### config.mk
export PLATFORM = sky130hd
export DESIGN_NAME = usb_pipe_config_control
export DESIGN_NICKNAME = d
export VERILOG_FILES = /design/src/core/pipe_cfg_pkg.sv /design/src/core/usb_pipe_config_control.sv
export SDC_FILE = /design/constraint.sdc
export NUM_CORES = 1
export LEC_CHECK = 0
export ABC_AREA = 0
export ABC_CLOCK_PERIOD_IN_PS = 3700
export BUFFER_PORTS_ARGS = -buffer_cell sky130_fd_sc_hd__buf_2
export CORE_ASPECT_RATIO = 0.7
export CORE_MARGIN = 3
export CORE_UTILIZATION = 30
export DETAILED_ROUTE_END_ITERATION = 6
export GPL_TIMING_DRIVEN = 0
export SKIP_LAST_GASP = 1
export SLEW_MARGIN = 20
export SYNTH_ARGS = -nofsm -noshare
export SYNTH_HDL_FRONTEND = slang
export SYNTH_SLANG_ARGS = --single-unit
export TNS_END_PERCENT = 10
### constraint.sdc
create_clock -name clk_in -period 3.7 [get_ports clk_in]
set_input_delay 0.74 -clock clk_in [delete_from_list [all_inputs] [get_ports clk_in]]
set_output_delay 0.74 -clock clk_in [all_outputs]
set_load 0.01 [all_outputs]
### src/core/pipe_cfg_pkg.sv
/*
 Constants for the per-pipe configuration and control block: register
 offsets, field positions, reset values and encodings.
 Assumes a 16-bit register port with byte addresses as printed.
*/
package pipe_cfg_pkg;
    localparam int ADDR_W = 20;
    localparam logic [19:0] OFF_WINDOW_SEL = 20'hF0464;
    localparam logic [19:0] OFF_PIPE_CFG = 20'hF0468;
    localparam logic [19:0] OFF_MAX_PACKET = 20'hF046C;
    localparam logic [19:0] OFF_CYCLE_CTRL = 20'hF046E;
    localparam logic [19:0] OFF_PIPE_FOUR = 20'hF0476;
    localparam logic [19:0] OFF_PIPE_FIVE = 20'hF0478;
    localparam logic [19:0] OFF_PIPE_SIX = 20'hF047A;
    localparam logic [19:0] OFF_PIPE_SEVEN = 20'hF047C;
    localparam logic [15:0] RESET_VALUE = 16'h0000;
    // Per-register field masks
    localparam logic [15:0] CFG_MASK = 16'hC69F;
    localparam logic [15:0] MAXP_MASK = 16'h71FF;
    localparam logic [15:0] PERI_MASK = 16'h0007;
    localparam logic [15:0] CTRL_MASK = 16'h0603;
    localparam int CFG_DIR_BIT = 4;
    localparam int CTRL_ACLR_BIT = 9;
    localparam int CTRL_BUSY_BIT = 5;
    localparam int MAXP_SEL_LSB = 12;
    localparam logic [1:0] RESP_NAK = 2'h0;
    localparam logic [1:0] RESP_BUF = 2'h1;
    localparam logic [3:0] FIRST_PIPE = 4'h4;
    localparam int NUM_PIPES = 4;
    localparam logic [2:0] MAX_DEV_SEL = 3'h5;
endpackage

### src/core/usb_pipe_config_control.sv
/*
 Per-pipe configuration registers for pipes 4 to 7, reached through a
 window select, plus per-pipe response, busy and auto buffer clear.
 Assumes a transaction engine that asks for a pipe with a start pulse
 and reports its end with a done pulse; software keeps the NAK rules.
*/
// Design decision made here: the strobed register port.
`timescale 1ns/100ps
module usb_pipe_config_control (
    // Clock and reset
    input wire logic clk_in,
    input wire logic rst_n_in,
    // Register port
    input wire logic [19:0] addr_in,
    input wire logic [15:0] wdata_in,
    input wire logic wr_in,
    input wire logic rd_in,
    output logic [15:0] rdata_out,
    // Transaction engine side
    input wire logic [1:0] txn_pipe_in,
    input wire logic txn_start_in,
    input wire logic txn_done_in,
    output logic txn_grant_out,
    output logic txn_transmit_out,
    output logic [3:0] txn_endpoint_out,
    output logic [2:0] txn_device_out,
    output logic [8:0] txn_max_packet_out,
    output logic [2:0] txn_interval_out,
    output logic [3:0] fifo_clear_out,
    output logic [3:0] interval_restart_out
);
    logic [3:0] window_sel;
    logic [15:0] cfg [pipe_cfg_pkg::NUM_PIPES];
    logic [15:0] maxp [pipe_cfg_pkg::NUM_PIPES];
    logic [15:0] peri [pipe_cfg_pkg::NUM_PIPES];
    logic [15:0] ctrl [pipe_cfg_pkg::NUM_PIPES];
    logic [3:0] busy;
    logic [3:0] clear_armed;

    function automatic logic [2:0] ctrl_index(input logic [19:0] a);
        logic [2:0] r;
        r = 3'h0;
        case (a)
            pipe_cfg_pkg::OFF_PIPE_FOUR: r = 3'h4;
            pipe_cfg_pkg::OFF_PIPE_FIVE: r = 3'h5;
            pipe_cfg_pkg::OFF_PIPE_SIX: r = 3'h6;
            pipe_cfg_pkg::OFF_PIPE_SEVEN: r = 3'h7;
            default: r = 3'h0;
        endcase
        return r;
    endfunction

    wire logic win_valid = (window_sel >= pipe_cfg_pkg::FIRST_PIPE) && (window_sel <= 4'h7);
    wire logic [1:0] win_idx = window_sel[1:0];
    wire logic [2:0] ctrl_hit = ctrl_index(addr_in);
    wire logic ctrl_sel = ctrl_hit[2];
    wire logic [1:0] ctrl_idx = ctrl_hit[1:0];
    wire logic wr_sel = wr_in && (addr_in == pipe_cfg_pkg::OFF_WINDOW_SEL);
    wire logic wr_cfg = wr_in && win_valid && (addr_in == pipe_cfg_pkg::OFF_PIPE_CFG);
    wire logic wr_maxp = wr_in && win_valid && (addr_in == pipe_cfg_pkg::OFF_MAX_PACKET);
    wire logic wr_peri = wr_in && win_valid && (addr_in == pipe_cfg_pkg::OFF_CYCLE_CTRL);
    wire logic wr_ctrl = wr_in && ctrl_sel;
    wire logic [1:0] eng_idx = txn_pipe_in;
    wire logic eng_used = (cfg[eng_idx][3:0] != 4'h0);
    wire logic eng_buf = (ctrl[eng_idx][1:0] == pipe_cfg_pkg::RESP_BUF);
    // only codes 0 to 5 are valid targets
    wire logic eng_dev_ok = (maxp[eng_idx][14:12] <= pipe_cfg_pkg::MAX_DEV_SEL);
    wire logic accept = txn_start_in && eng_used && eng_buf && eng_dev_ok && !busy[eng_idx];
    logic [15:0] next_rdata;

    always_comb begin
        next_rdata = 16'h0000;
        if (addr_in == pipe_cfg_pkg::OFF_WINDOW_SEL) begin
            next_rdata = {12'h000, window_sel};
        end else if (win_valid && addr_in == pipe_cfg_pkg::OFF_PIPE_CFG) begin
            next_rdata = cfg[win_idx] & pipe_cfg_pkg::CFG_MASK;
        end else if (win_valid && addr_in == pipe_cfg_pkg::OFF_MAX_PACKET) begin
            next_rdata = maxp[win_idx] & pipe_cfg_pkg::MAXP_MASK;
        end else if (win_valid && addr_in == pipe_cfg_pkg::OFF_CYCLE_CTRL) begin
            next_rdata = peri[win_idx] & pipe_cfg_pkg::PERI_MASK;
        end else if (ctrl_sel) begin
            next_rdata = (ctrl[ctrl_idx] & pipe_cfg_pkg::CTRL_MASK)
                | {10'h000, busy[ctrl_idx], 5'h00};
        end
    end

    always_ff @(posedge clk_in or negedge rst_n_in) begin
        if (!rst_n_in) begin
            rdata_out <= pipe_cfg_pkg::RESET_VALUE;
        end else begin
            rdata_out <= rd_in ? next_rdata : pipe_cfg_pkg::RESET_VALUE;
        end
    end

    always_ff @(posedge clk_in or negedge rst_n_in) begin
        if (!rst_n_in) begin
            window_sel <= 4'h0;
        end else if (wr_sel) begin
            window_sel <= wdata_in[3:0];
        end
    end

    genvar p;
    generate
        for (p = 0; p < pipe_cfg_pkg::NUM_PIPES; p++) begin : g_pipe
            wire logic win_here = (win_idx == 2'(p));
            wire logic ctrl_here = wr_ctrl && (ctrl_idx == 2'(p));
            wire logic start_here = accept && (eng_idx == 2'(p));
            wire logic done_here = txn_done_in && busy[p] && (eng_idx == 2'(p));
            // falling edge of the clear bit fires the erase
            wire logic clear_fire = ctrl_here && clear_armed[p] && !wdata_in[pipe_cfg_pkg::CTRL_ACLR_BIT];

            // Software writes are plain stores
            always_ff @(posedge clk_in or negedge rst_n_in) begin
                if (!rst_n_in) begin
                    cfg[p] <= pipe_cfg_pkg::RESET_VALUE;
                    maxp[p] <= pipe_cfg_pkg::RESET_VALUE;
                    peri[p] <= pipe_cfg_pkg::RESET_VALUE;
                end else begin
                    if (wr_cfg && win_here) cfg[p] <= wdata_in & pipe_cfg_pkg::CFG_MASK;
                    if (wr_maxp && win_here) maxp[p] <= wdata_in & pipe_cfg_pkg::MAXP_MASK;
                    if (wr_peri && win_here) peri[p] <= wdata_in & pipe_cfg_pkg::PERI_MASK;
                end
            end

            always_ff @(posedge clk_in or negedge rst_n_in) begin
                if (!rst_n_in) begin
                    ctrl[p] <= pipe_cfg_pkg::RESET_VALUE;
                end else if (ctrl_here) begin
                    ctrl[p] <= wdata_in & pipe_cfg_pkg::CTRL_MASK;
                end
            end

            always_ff @(posedge clk_in or negedge rst_n_in) begin
                if (!rst_n_in) begin
                    busy[p] <= 1'b0;
                end else if (start_here) begin
                    busy[p] <= 1'b1;
                end else if (done_here) begin
                    busy[p] <= 1'b0;
                end
            end

            always_ff @(posedge clk_in or negedge rst_n_in) begin
                if (!rst_n_in) begin
                    clear_armed[p] <= 1'b0;
                    fifo_clear_out[p] <= 1'b0;
                    interval_restart_out[p] <= 1'b0;
                end else begin
                    if (ctrl_here) clear_armed[p] <= wdata_in[pipe_cfg_pkg::CTRL_ACLR_BIT];
                    fifo_clear_out[p] <= clear_fire;
                    // setting the clear bit restarts the interval timer
                    interval_restart_out[p] <= ctrl_here && wdata_in[pipe_cfg_pkg::CTRL_ACLR_BIT]
                        && !clear_armed[p];
                end
            end
        end
    endgenerate

    // fields latched only when a transaction is granted
    always_ff @(posedge clk_in or negedge rst_n_in) begin
        if (!rst_n_in) begin
            txn_grant_out <= 1'b0;
            txn_transmit_out <= 1'b0;
            txn_endpoint_out <= 4'h0;
            txn_device_out <= 3'h0;
            txn_max_packet_out <= 9'h000;
            txn_interval_out <= 3'h0;
        end else begin
            txn_grant_out <= accept;
            if (accept) begin
                // direction bit picks transmit or receive
                txn_transmit_out <= cfg[eng_idx][pipe_cfg_pkg::CFG_DIR_BIT];
                txn_endpoint_out <= cfg[eng_idx][3:0];
                txn_device_out <= maxp[eng_idx][14:12];
                txn_max_packet_out <= maxp[eng_idx][8:0];
                txn_interval_out <= peri[eng_idx][2:0];
            end
        end
    end

    a_busy_after_start: assert property (@(posedge clk_in) disable iff (!rst_n_in)
        accept |=> busy[$past(eng_idx)]) else $error("Busy not set after start");
    a_dir_forwarded: assert property (@(posedge clk_in) disable iff (!rst_n_in)
        accept |=> txn_transmit_out == $past(cfg[eng_idx][pipe_cfg_pkg::CFG_DIR_BIT]))
        else $error("Direction not forwarded");
    a_unused_blocked: assert property (@(posedge clk_in) disable iff (!rst_n_in)
        txn_grant_out |-> txn_endpoint_out != 4'h0) else $error("Unused pipe granted");
    a_nak_blocks: assert property (@(posedge clk_in) disable iff (!rst_n_in)
        txn_start_in && ctrl[eng_idx][1:0] != pipe_cfg_pkg::RESP_BUF |=> !txn_grant_out)
        else $error("Grant without buffer response");
    a_dev_range: assert property (@(posedge clk_in) disable iff (!rst_n_in)
        txn_grant_out |-> txn_device_out <= pipe_cfg_pkg::MAX_DEV_SEL) else $error("Bad device select");
    a_read_zero: assert property (@(posedge clk_in) disable iff (!rst_n_in)
        rd_in && addr_in == pipe_cfg_pkg::OFF_WINDOW_SEL |=> rdata_out[15:4] == 12'h000)
        else $error("Unassigned bits not zero");
    // clear pulse is one cycle on any pipe
    a_clear_pulse: assert property (@(posedge clk_in) disable iff (!rst_n_in)
        fifo_clear_out != 4'h0 |=> (fifo_clear_out & $past(fifo_clear_out)) == 4'h0)
        else $error("Clear pulse too long");
    // falling clear bit erases that pipe
    a_clear_after_fall: assert property (@(posedge clk_in) disable iff (!rst_n_in)
        wr_ctrl && clear_armed[ctrl_idx] && !wdata_in[pipe_cfg_pkg::CTRL_ACLR_BIT]
        |=> fifo_clear_out[$past(ctrl_idx)])
        else $error("Clear bit fall did not erase");
    // rising clear bit restarts the timer
    a_restart_rise: assert property (@(posedge clk_in) disable iff (!rst_n_in)
        wr_ctrl && wdata_in[pipe_cfg_pkg::CTRL_ACLR_BIT] && !clear_armed[ctrl_idx]
        |=> interval_restart_out[$past(ctrl_idx)])
        else $error("Interval timer not restarted");
    a_done_clears: assert property (@(posedge clk_in) disable iff (!rst_n_in)
        txn_done_in && busy[eng_idx] |=> !busy[$past(eng_idx)])
        else $error("Busy not cleared after done");
    // a busy pipe takes no second start
    a_busy_blocks: assert property (@(posedge clk_in) disable iff (!rst_n_in)
        txn_start_in && busy[eng_idx] |=> !txn_grant_out)
        else $error("Start granted on busy pipe");
    // read data is zero outside the answer cycle
    a_rdata_idle: assert property (@(posedge clk_in) disable iff (!rst_n_in)
        !rd_in |=> rdata_out == 16'h0000) else $error("Read data outside answer");
    // Every decoded address, for the unmapped check below
    wire logic addr_mapped = (addr_in == pipe_cfg_pkg::OFF_WINDOW_SEL)
        || (addr_in == pipe_cfg_pkg::OFF_PIPE_CFG)
        || (addr_in == pipe_cfg_pkg::OFF_MAX_PACKET)
        || (addr_in == pipe_cfg_pkg::OFF_CYCLE_CTRL)
        || ctrl_sel;
    a_unmapped_zero: assert property (@(posedge clk_in) disable iff (!rst_n_in)
        rd_in && !addr_mapped |=> rdata_out == 16'h0000)
        else $error("Unmapped address not zero");
    a_cfg_masked: assert property (@(posedge clk_in) disable iff (!rst_n_in)
        wr_cfg |=> cfg[$past(win_idx)] == ($past(wdata_in) & pipe_cfg_pkg::CFG_MASK))
        else $error("Config word stored wrongly");
    // window select takes the written code
    a_window_write: assert property (@(posedge clk_in) disable iff (!rst_n_in)
        wr_sel |=> window_sel == $past(wdata_in[3:0]))
        else $error("Window select not stored");
    a_window_none: assert property (@(posedge clk_in) disable iff (!rst_n_in)
        rd_in && !win_valid && addr_in == pipe_cfg_pkg::OFF_PIPE_CFG |=> rdata_out == 16'h0000)
        else $error("Config visible without window");
    a_fields_hold: assert property (@(posedge clk_in) disable iff (!rst_n_in)
        !accept |=> $stable(txn_endpoint_out)) else $error("Fields changed mid transaction");
    // packet size and target hold too
    a_size_hold: assert property (@(posedge clk_in) disable iff (!rst_n_in)
        !accept |=> $stable(txn_max_packet_out) && $stable(txn_device_out))
        else $error("Size or target changed mid transaction");

    c_grant: cover property (@(posedge clk_in) disable iff (!rst_n_in) txn_grant_out);
    c_clear: cover property (@(posedge clk_in) disable iff (!rst_n_in) |fifo_clear_out);
    c_restart: cover property (@(posedge clk_in) disable iff (!rst_n_in) |interval_restart_out);
    c_done: cover property (@(posedge clk_in) disable iff (!rst_n_in) txn_done_in && |busy);
    // Refusals matter as much as grants
    c_refused: cover property (@(posedge clk_in) disable iff (!rst_n_in) txn_start_in && !accept);
endmodule // usb_pipe_config_control

# [After elaboration in Yosys (flattened, before gate mapping)]
# Index checks and enable logic that the tools add are counted.
# Widths: inputs -> output; s select.
[totals] out_inout_bits=45 inputBits=44 reg_bits=173 word_cells=185
[op_classes] magnitude_cmp=8 bitwise=4 reduce_logical=72 eq_ne=18 muxes=43
[op_table] operator="$bmux 16 s2" count=8
[op_table] operator="$eq 20x20->1 const B" count=8
[op_table] operator="$mux 16" count=7
[op_table] operator="$mux 15" count=4
[op_table] operator="$logic_and 1x1->1" count=58
[op_table] operator="$mux 11" count=3
[op_table] operator="$eq 2x2->1 const B" count=6
[op_table] operator="$mux 3" count=4
[op_table] operator="$pmux 3 s4" count=1
[op_table] operator="$or 11x6->11" count=1
[op_table] operator="$mux 1" count=10
[op_table] operator="$mux 5" count=2
[op_table] operator="$ge 3x3->1 const B" count=3
[op_table] operator="$not 2->3" count=3
[op_table] operator="$eq 2x1->1 const B" count=4
[op_table] operator="$reduce_bool 2->1" count=4
[op_table] operator="$logic_not 1->1" count=6
[op_table] operator="$logic_not 2->1" count=3
[op_table] operator="$lt 2x3->1 const B" count=2
[op_table] operator="$bmux 1 s2" count=2
[op_table] operator="$ge 4x3->1 const B" count=1
[op_table] operator="$le 4x3->1 const B" count=1
[op_table] operator="$mux 2" count=2
[op_table] operator="$reduce_bool 4->1" count=1
[op_table] operator="$le 3x3->1 const B" count=1

# [Depth between registers and ports, before layout]
[depth] ltp_word=13 mapped_depth=7

# [Worst setup path after synthesis]
# Ideal clock, no wire load.
[synth_path] path_kind="input to register" startpoint="in txn_pipe_in[0]" endpoint="reg txn_endpoint_out[1]" t_required_ns=3.575 cell_stages=6 arrival_time_ns=2.526 setup_slack_ns=1.049 n_path_buf=2 setup_time_ns=0.125 path_cell_list="buf_6 mux4_2 or4_4 nand4_4 buf_12 mux2_4"
[synth_between] elab_chain_cells=9
[synth_rtl] element="start, declared" line_no="usb_pipe_config_control.sv:20" rtl="input wire logic [1:0] txn_pipe_in,"
[synth_rtl] element="branches (longest 9 deep; another with $le 3x3->1)"
[synth_rtl] element="end signal, assigned" line_no="usb_pipe_config_control.sv:174" rtl="txn_endpoint_out <= cfg[eng_idx][3:0];"
[synth_rtl] element="end, declared" line_no="usb_pipe_config_control.sv:25" rtl="output logic [3:0] txn_endpoint_out,"
# Parallel ways; which one is timed is not known. The select of a mux whose other input is x is not followed.
# A chain may end at the register's enable or synchronous reset.

# [Final worst setup path]
[layout_path] startpoint="in txn_pipe_in[1]" endpoint="reg txn_max_packet_out[5]"
[layout_between] elab_chain_cells=9
[layout_rtl] element="branches (longest 9 deep; another with $le 3x3->1)"
[layout_rtl] element="end signal, assigned" line_no="usb_pipe_config_control.sv:176" rtl="txn_max_packet_out <= maxp[eng_idx][8:0];"
[layout_rtl] element="end, declared" line_no="usb_pipe_config_control.sv:27" rtl="output logic [8:0] txn_max_packet_out,"
# Parallel ways; which one is timed is not known. The select of a mux whose other input is x is not followed.

==> metrics.yaml <==
timing:
  finalHoldViolations: 0
  period_needed_ns: 2.96
  whs_ns: 0.168
  min_period_over_period: 0.801
  skew_ns: 0.0146
  fmax_ghz: 0.337
  finalSetupTns_ns: 0
  worst_pin_slew_ns: 1.01
  setup-violations-final: 0
  slew_headroom: 0.327
  slew_violations: 0
  rsz0062_at_grt: "no"
critical_path:
  cp.required_ns: 4.02
  worst_ep_arrival_time_ns: 3.28
  start_kind: "input port"
  crit_fanout: 10
  endpoint_kind: "flop"
  critPathKind: "in2reg"
power_and_ir_drop:
  power_uw: 3810
  p_int_uw: 2890
  sw_frac_of_total: 0.241
  leakage_uw: 0.00451
  comb_power_share: 0.042
  p_per_area_mw_per_mm2: 397
  p_seq_frac: 0.482
  ir_worst_vdd_mv: 0.341
  p_sw_uw: 918
  pwr-share-clk: 0.477
global_routing:
  grt_pass1_vias: 5331
  antenna_found_initial: 1
  grt_max_degree: 71
  grt_pass1_wl_mm: 33.4
  grt.overflow.total: 0
  grt_use_total: 0.153
floorplan:
  ios: 89
  die_h_um: 143
  die_x_um: 202
  fp.dieArea_mm2: 0.0290
  row_count: 49
  start_util: 0.310
  core_area_mm2: 0.0261
yosys:
  synth-xor-area-share: 0.00108
  yosysTopAreaCellShare: 0.520
  synth_cells: 547
  yosysTopAreaCell: "dfrtp_1"
  synth.distinct_cells: 59
  syn-num-nets: 591
  synthMuxAreaShare: 0.334
  synth_compound_area_frac: 0.0326
  synth_top_family_by_area: "multiplexers"
  synth_top_flop_cell: "dfrtp_1"
  seq_area_frac_synth: 0.520
  syn_area_mm2: 0.00809
  synth_edf_count: 0
  ys_warn_count: 0
  synth_common_cells: "dfrtp_1 (168), mux2_2 (122), mux4_2 (44)"
  yosys-top-cells-area: "dfrtp_1 (52%), mux2_2 (17%), mux4_2 (12%)"
  synth_area_per_cell_um2: 14.8
  async_reset_ff_frac: 1.00
  synth.most_common_cell: "dfrtp_1"
  synth-seq-cells: 168
  yosys.area_share.adder: 0
  synth-simple-area-share: 0.0841
worst_hold_path:
  min_path_type: "in2async"
detailed_routing:
  wl_mm: 21.2
  drt_iter0_markers: 267
  ant_nets: 0
  drtPass1Iterations: 7
  num_vias: 5176
  vias_per_cell: 5.07
  wl_per_cell_um: 20.8
  post-route-drc-count: 2
finish:
  design_area_mm2: 0.00960
  multiInputGateArea_mm2: 0.00366
  finalNetCount: 694
  antenna_cells: 0
  fin_cells: 1020
  drive_gt1_frac: 0.487
  n_fill_cell: 2577
  syn2layout_area_growth_pct: 18.7
  seq_area_mm2: 0.00420
clock_tree:
  cts_tree: "yes"
  ctsResizeCount: 0
  cts_sinks: 168
  root_buffer: "clkbuf_16"
  h-tree-depth: 4
  holdBufCountCts: 0
  cts_made_buffers: 17
  cts_setup_buffers: 0
  clockBufferDepth: 2
  path_clk_slew_ns: 0.07
  clk_latency_ns: 0.44
place:
  port_buffers: 82
  placed_cells: 988
  dp_hpwl_mm: 15.3
  placed_area_mm2: 0.00901
  gp_congestion: 0.843
job:
  maxCapViolCount: 0
outcome:
  violations: "design-rule violations"
  outcome: "complete, but fails checks"
==> critical path, cell delays in order <==
cell	delay [ns]
buf_2	0.10
clkbuf_1	0.50
buf_1	0.67
clkbuf_1	0.56
mux4_2	0.43
mux2_4	0.28
==> registers in the layout (all words and copies together), names as in the netlist <==
name / count
interval_restart_out: 4
txn_device_out: 3
window_sel: 4
cfg: 40
maxp: 48
fifo_clear_out: 4
txn_max_packet_out: 9
busy: 4
txn_grant_out: 1
txn_transmit_out: 1
txn_interval_out: 3
peri: 12
rdata_out: 15
ctrl: 16
txn_endpoint_out: 4
==> cell families (layout without fill, tap and decap cells) <==
logic type,count (synthesis),count (layout)
DFF,168,168
buffers and inverters,46,162
muxes,190,190
xor gates and xnor gates,1,1
other,1,1
AOI/OAI and AO/OA,40,40
and+or+nand+nor,101,101
==> per-stage QoR <==
stage | utilization | setup WS, ns
after floorplan | - | 1.05
after global placement | 0.343 | -0.872
after detailed placement | 0.345 | 0.258
after CTS | 0.368 | 0.717
after global routing | 0.368 | 0.630
final | 0.368 | 0.736
==> layer usage <==
layer | up-vias | wire length, um | global-route usage
met4 | 2 | 165 | 0.0281
met5 | - | 7 | 0
met1 | 2756 | 10900 | 0.237
li1 | 2286 | - | -
met2 | 115 | 9140 | 0.219
met3 | 17 | 1000 | 0.0380
==> path summary, 6_finish.rpt <==
check / start / to / slack, ns / cells past startpoint
min: rst_n_in / txn_max_packet_out[8] / 0.17 / 1
max reg2reg: window_sel[1] / rdata_out[14] / 0.89 / 6
max: txn_pipe_in[1] / txn_max_packet_out[5] / 0.74 / 6
max in group asynchronous: rst_n_in / maxp[4] / 2.56 / 3
min in group clk_in: ctrl[25] / interval_restart_out[2] / 0.45 / 1
min reg2reg: ctrl[25] / interval_restart_out[2] / 0.45 / 1
==> power by group through the flow <==
| stage | clock network, uW | logic [uW] | registers (uW) |
|---|---|---|---|
| final | 1820 | 158 | 1840 |
| after global routing | 1950 | 176 | 1830 |
| after CTS | 1850 | 162 | 1840 |
| after detailed placement | 0 | 162 | 1870 |
| after global placement | 0 | 152 | 1870 |
| after floorplan | 0 | 54.1 | 1870 |
==> final cells by class <==
class | count | area share
Buffer | 32 | 0.0178
Clock buffer | 17 | 0.0443
Clock inverter | 15 | 0.0175
Inverter | 14 | 0.00547
Multi-Input combinational cell | 333 | 0.381
Sequential cell | 168 | 0.438
Tap cell | 357 | 0.0465
Timing Repair Buffer | 84 | 0.0495
==> placed cells by master, fill, tap and decap left out, drive strengths merged, types with 5 or more instances in the layout <==
cell type and instances:
buf 102, clkbuf 31, clkinv 5, dfrtp 168, inv 19, mux2 143, mux4 45, nand2 10
nand3 9, nand4 5, nor2 19, nor2b 12, nor3b 7, nor4 9, o21ai 11, o22ai 6
No activity file was read; power rests on OpenSTA's default activity.
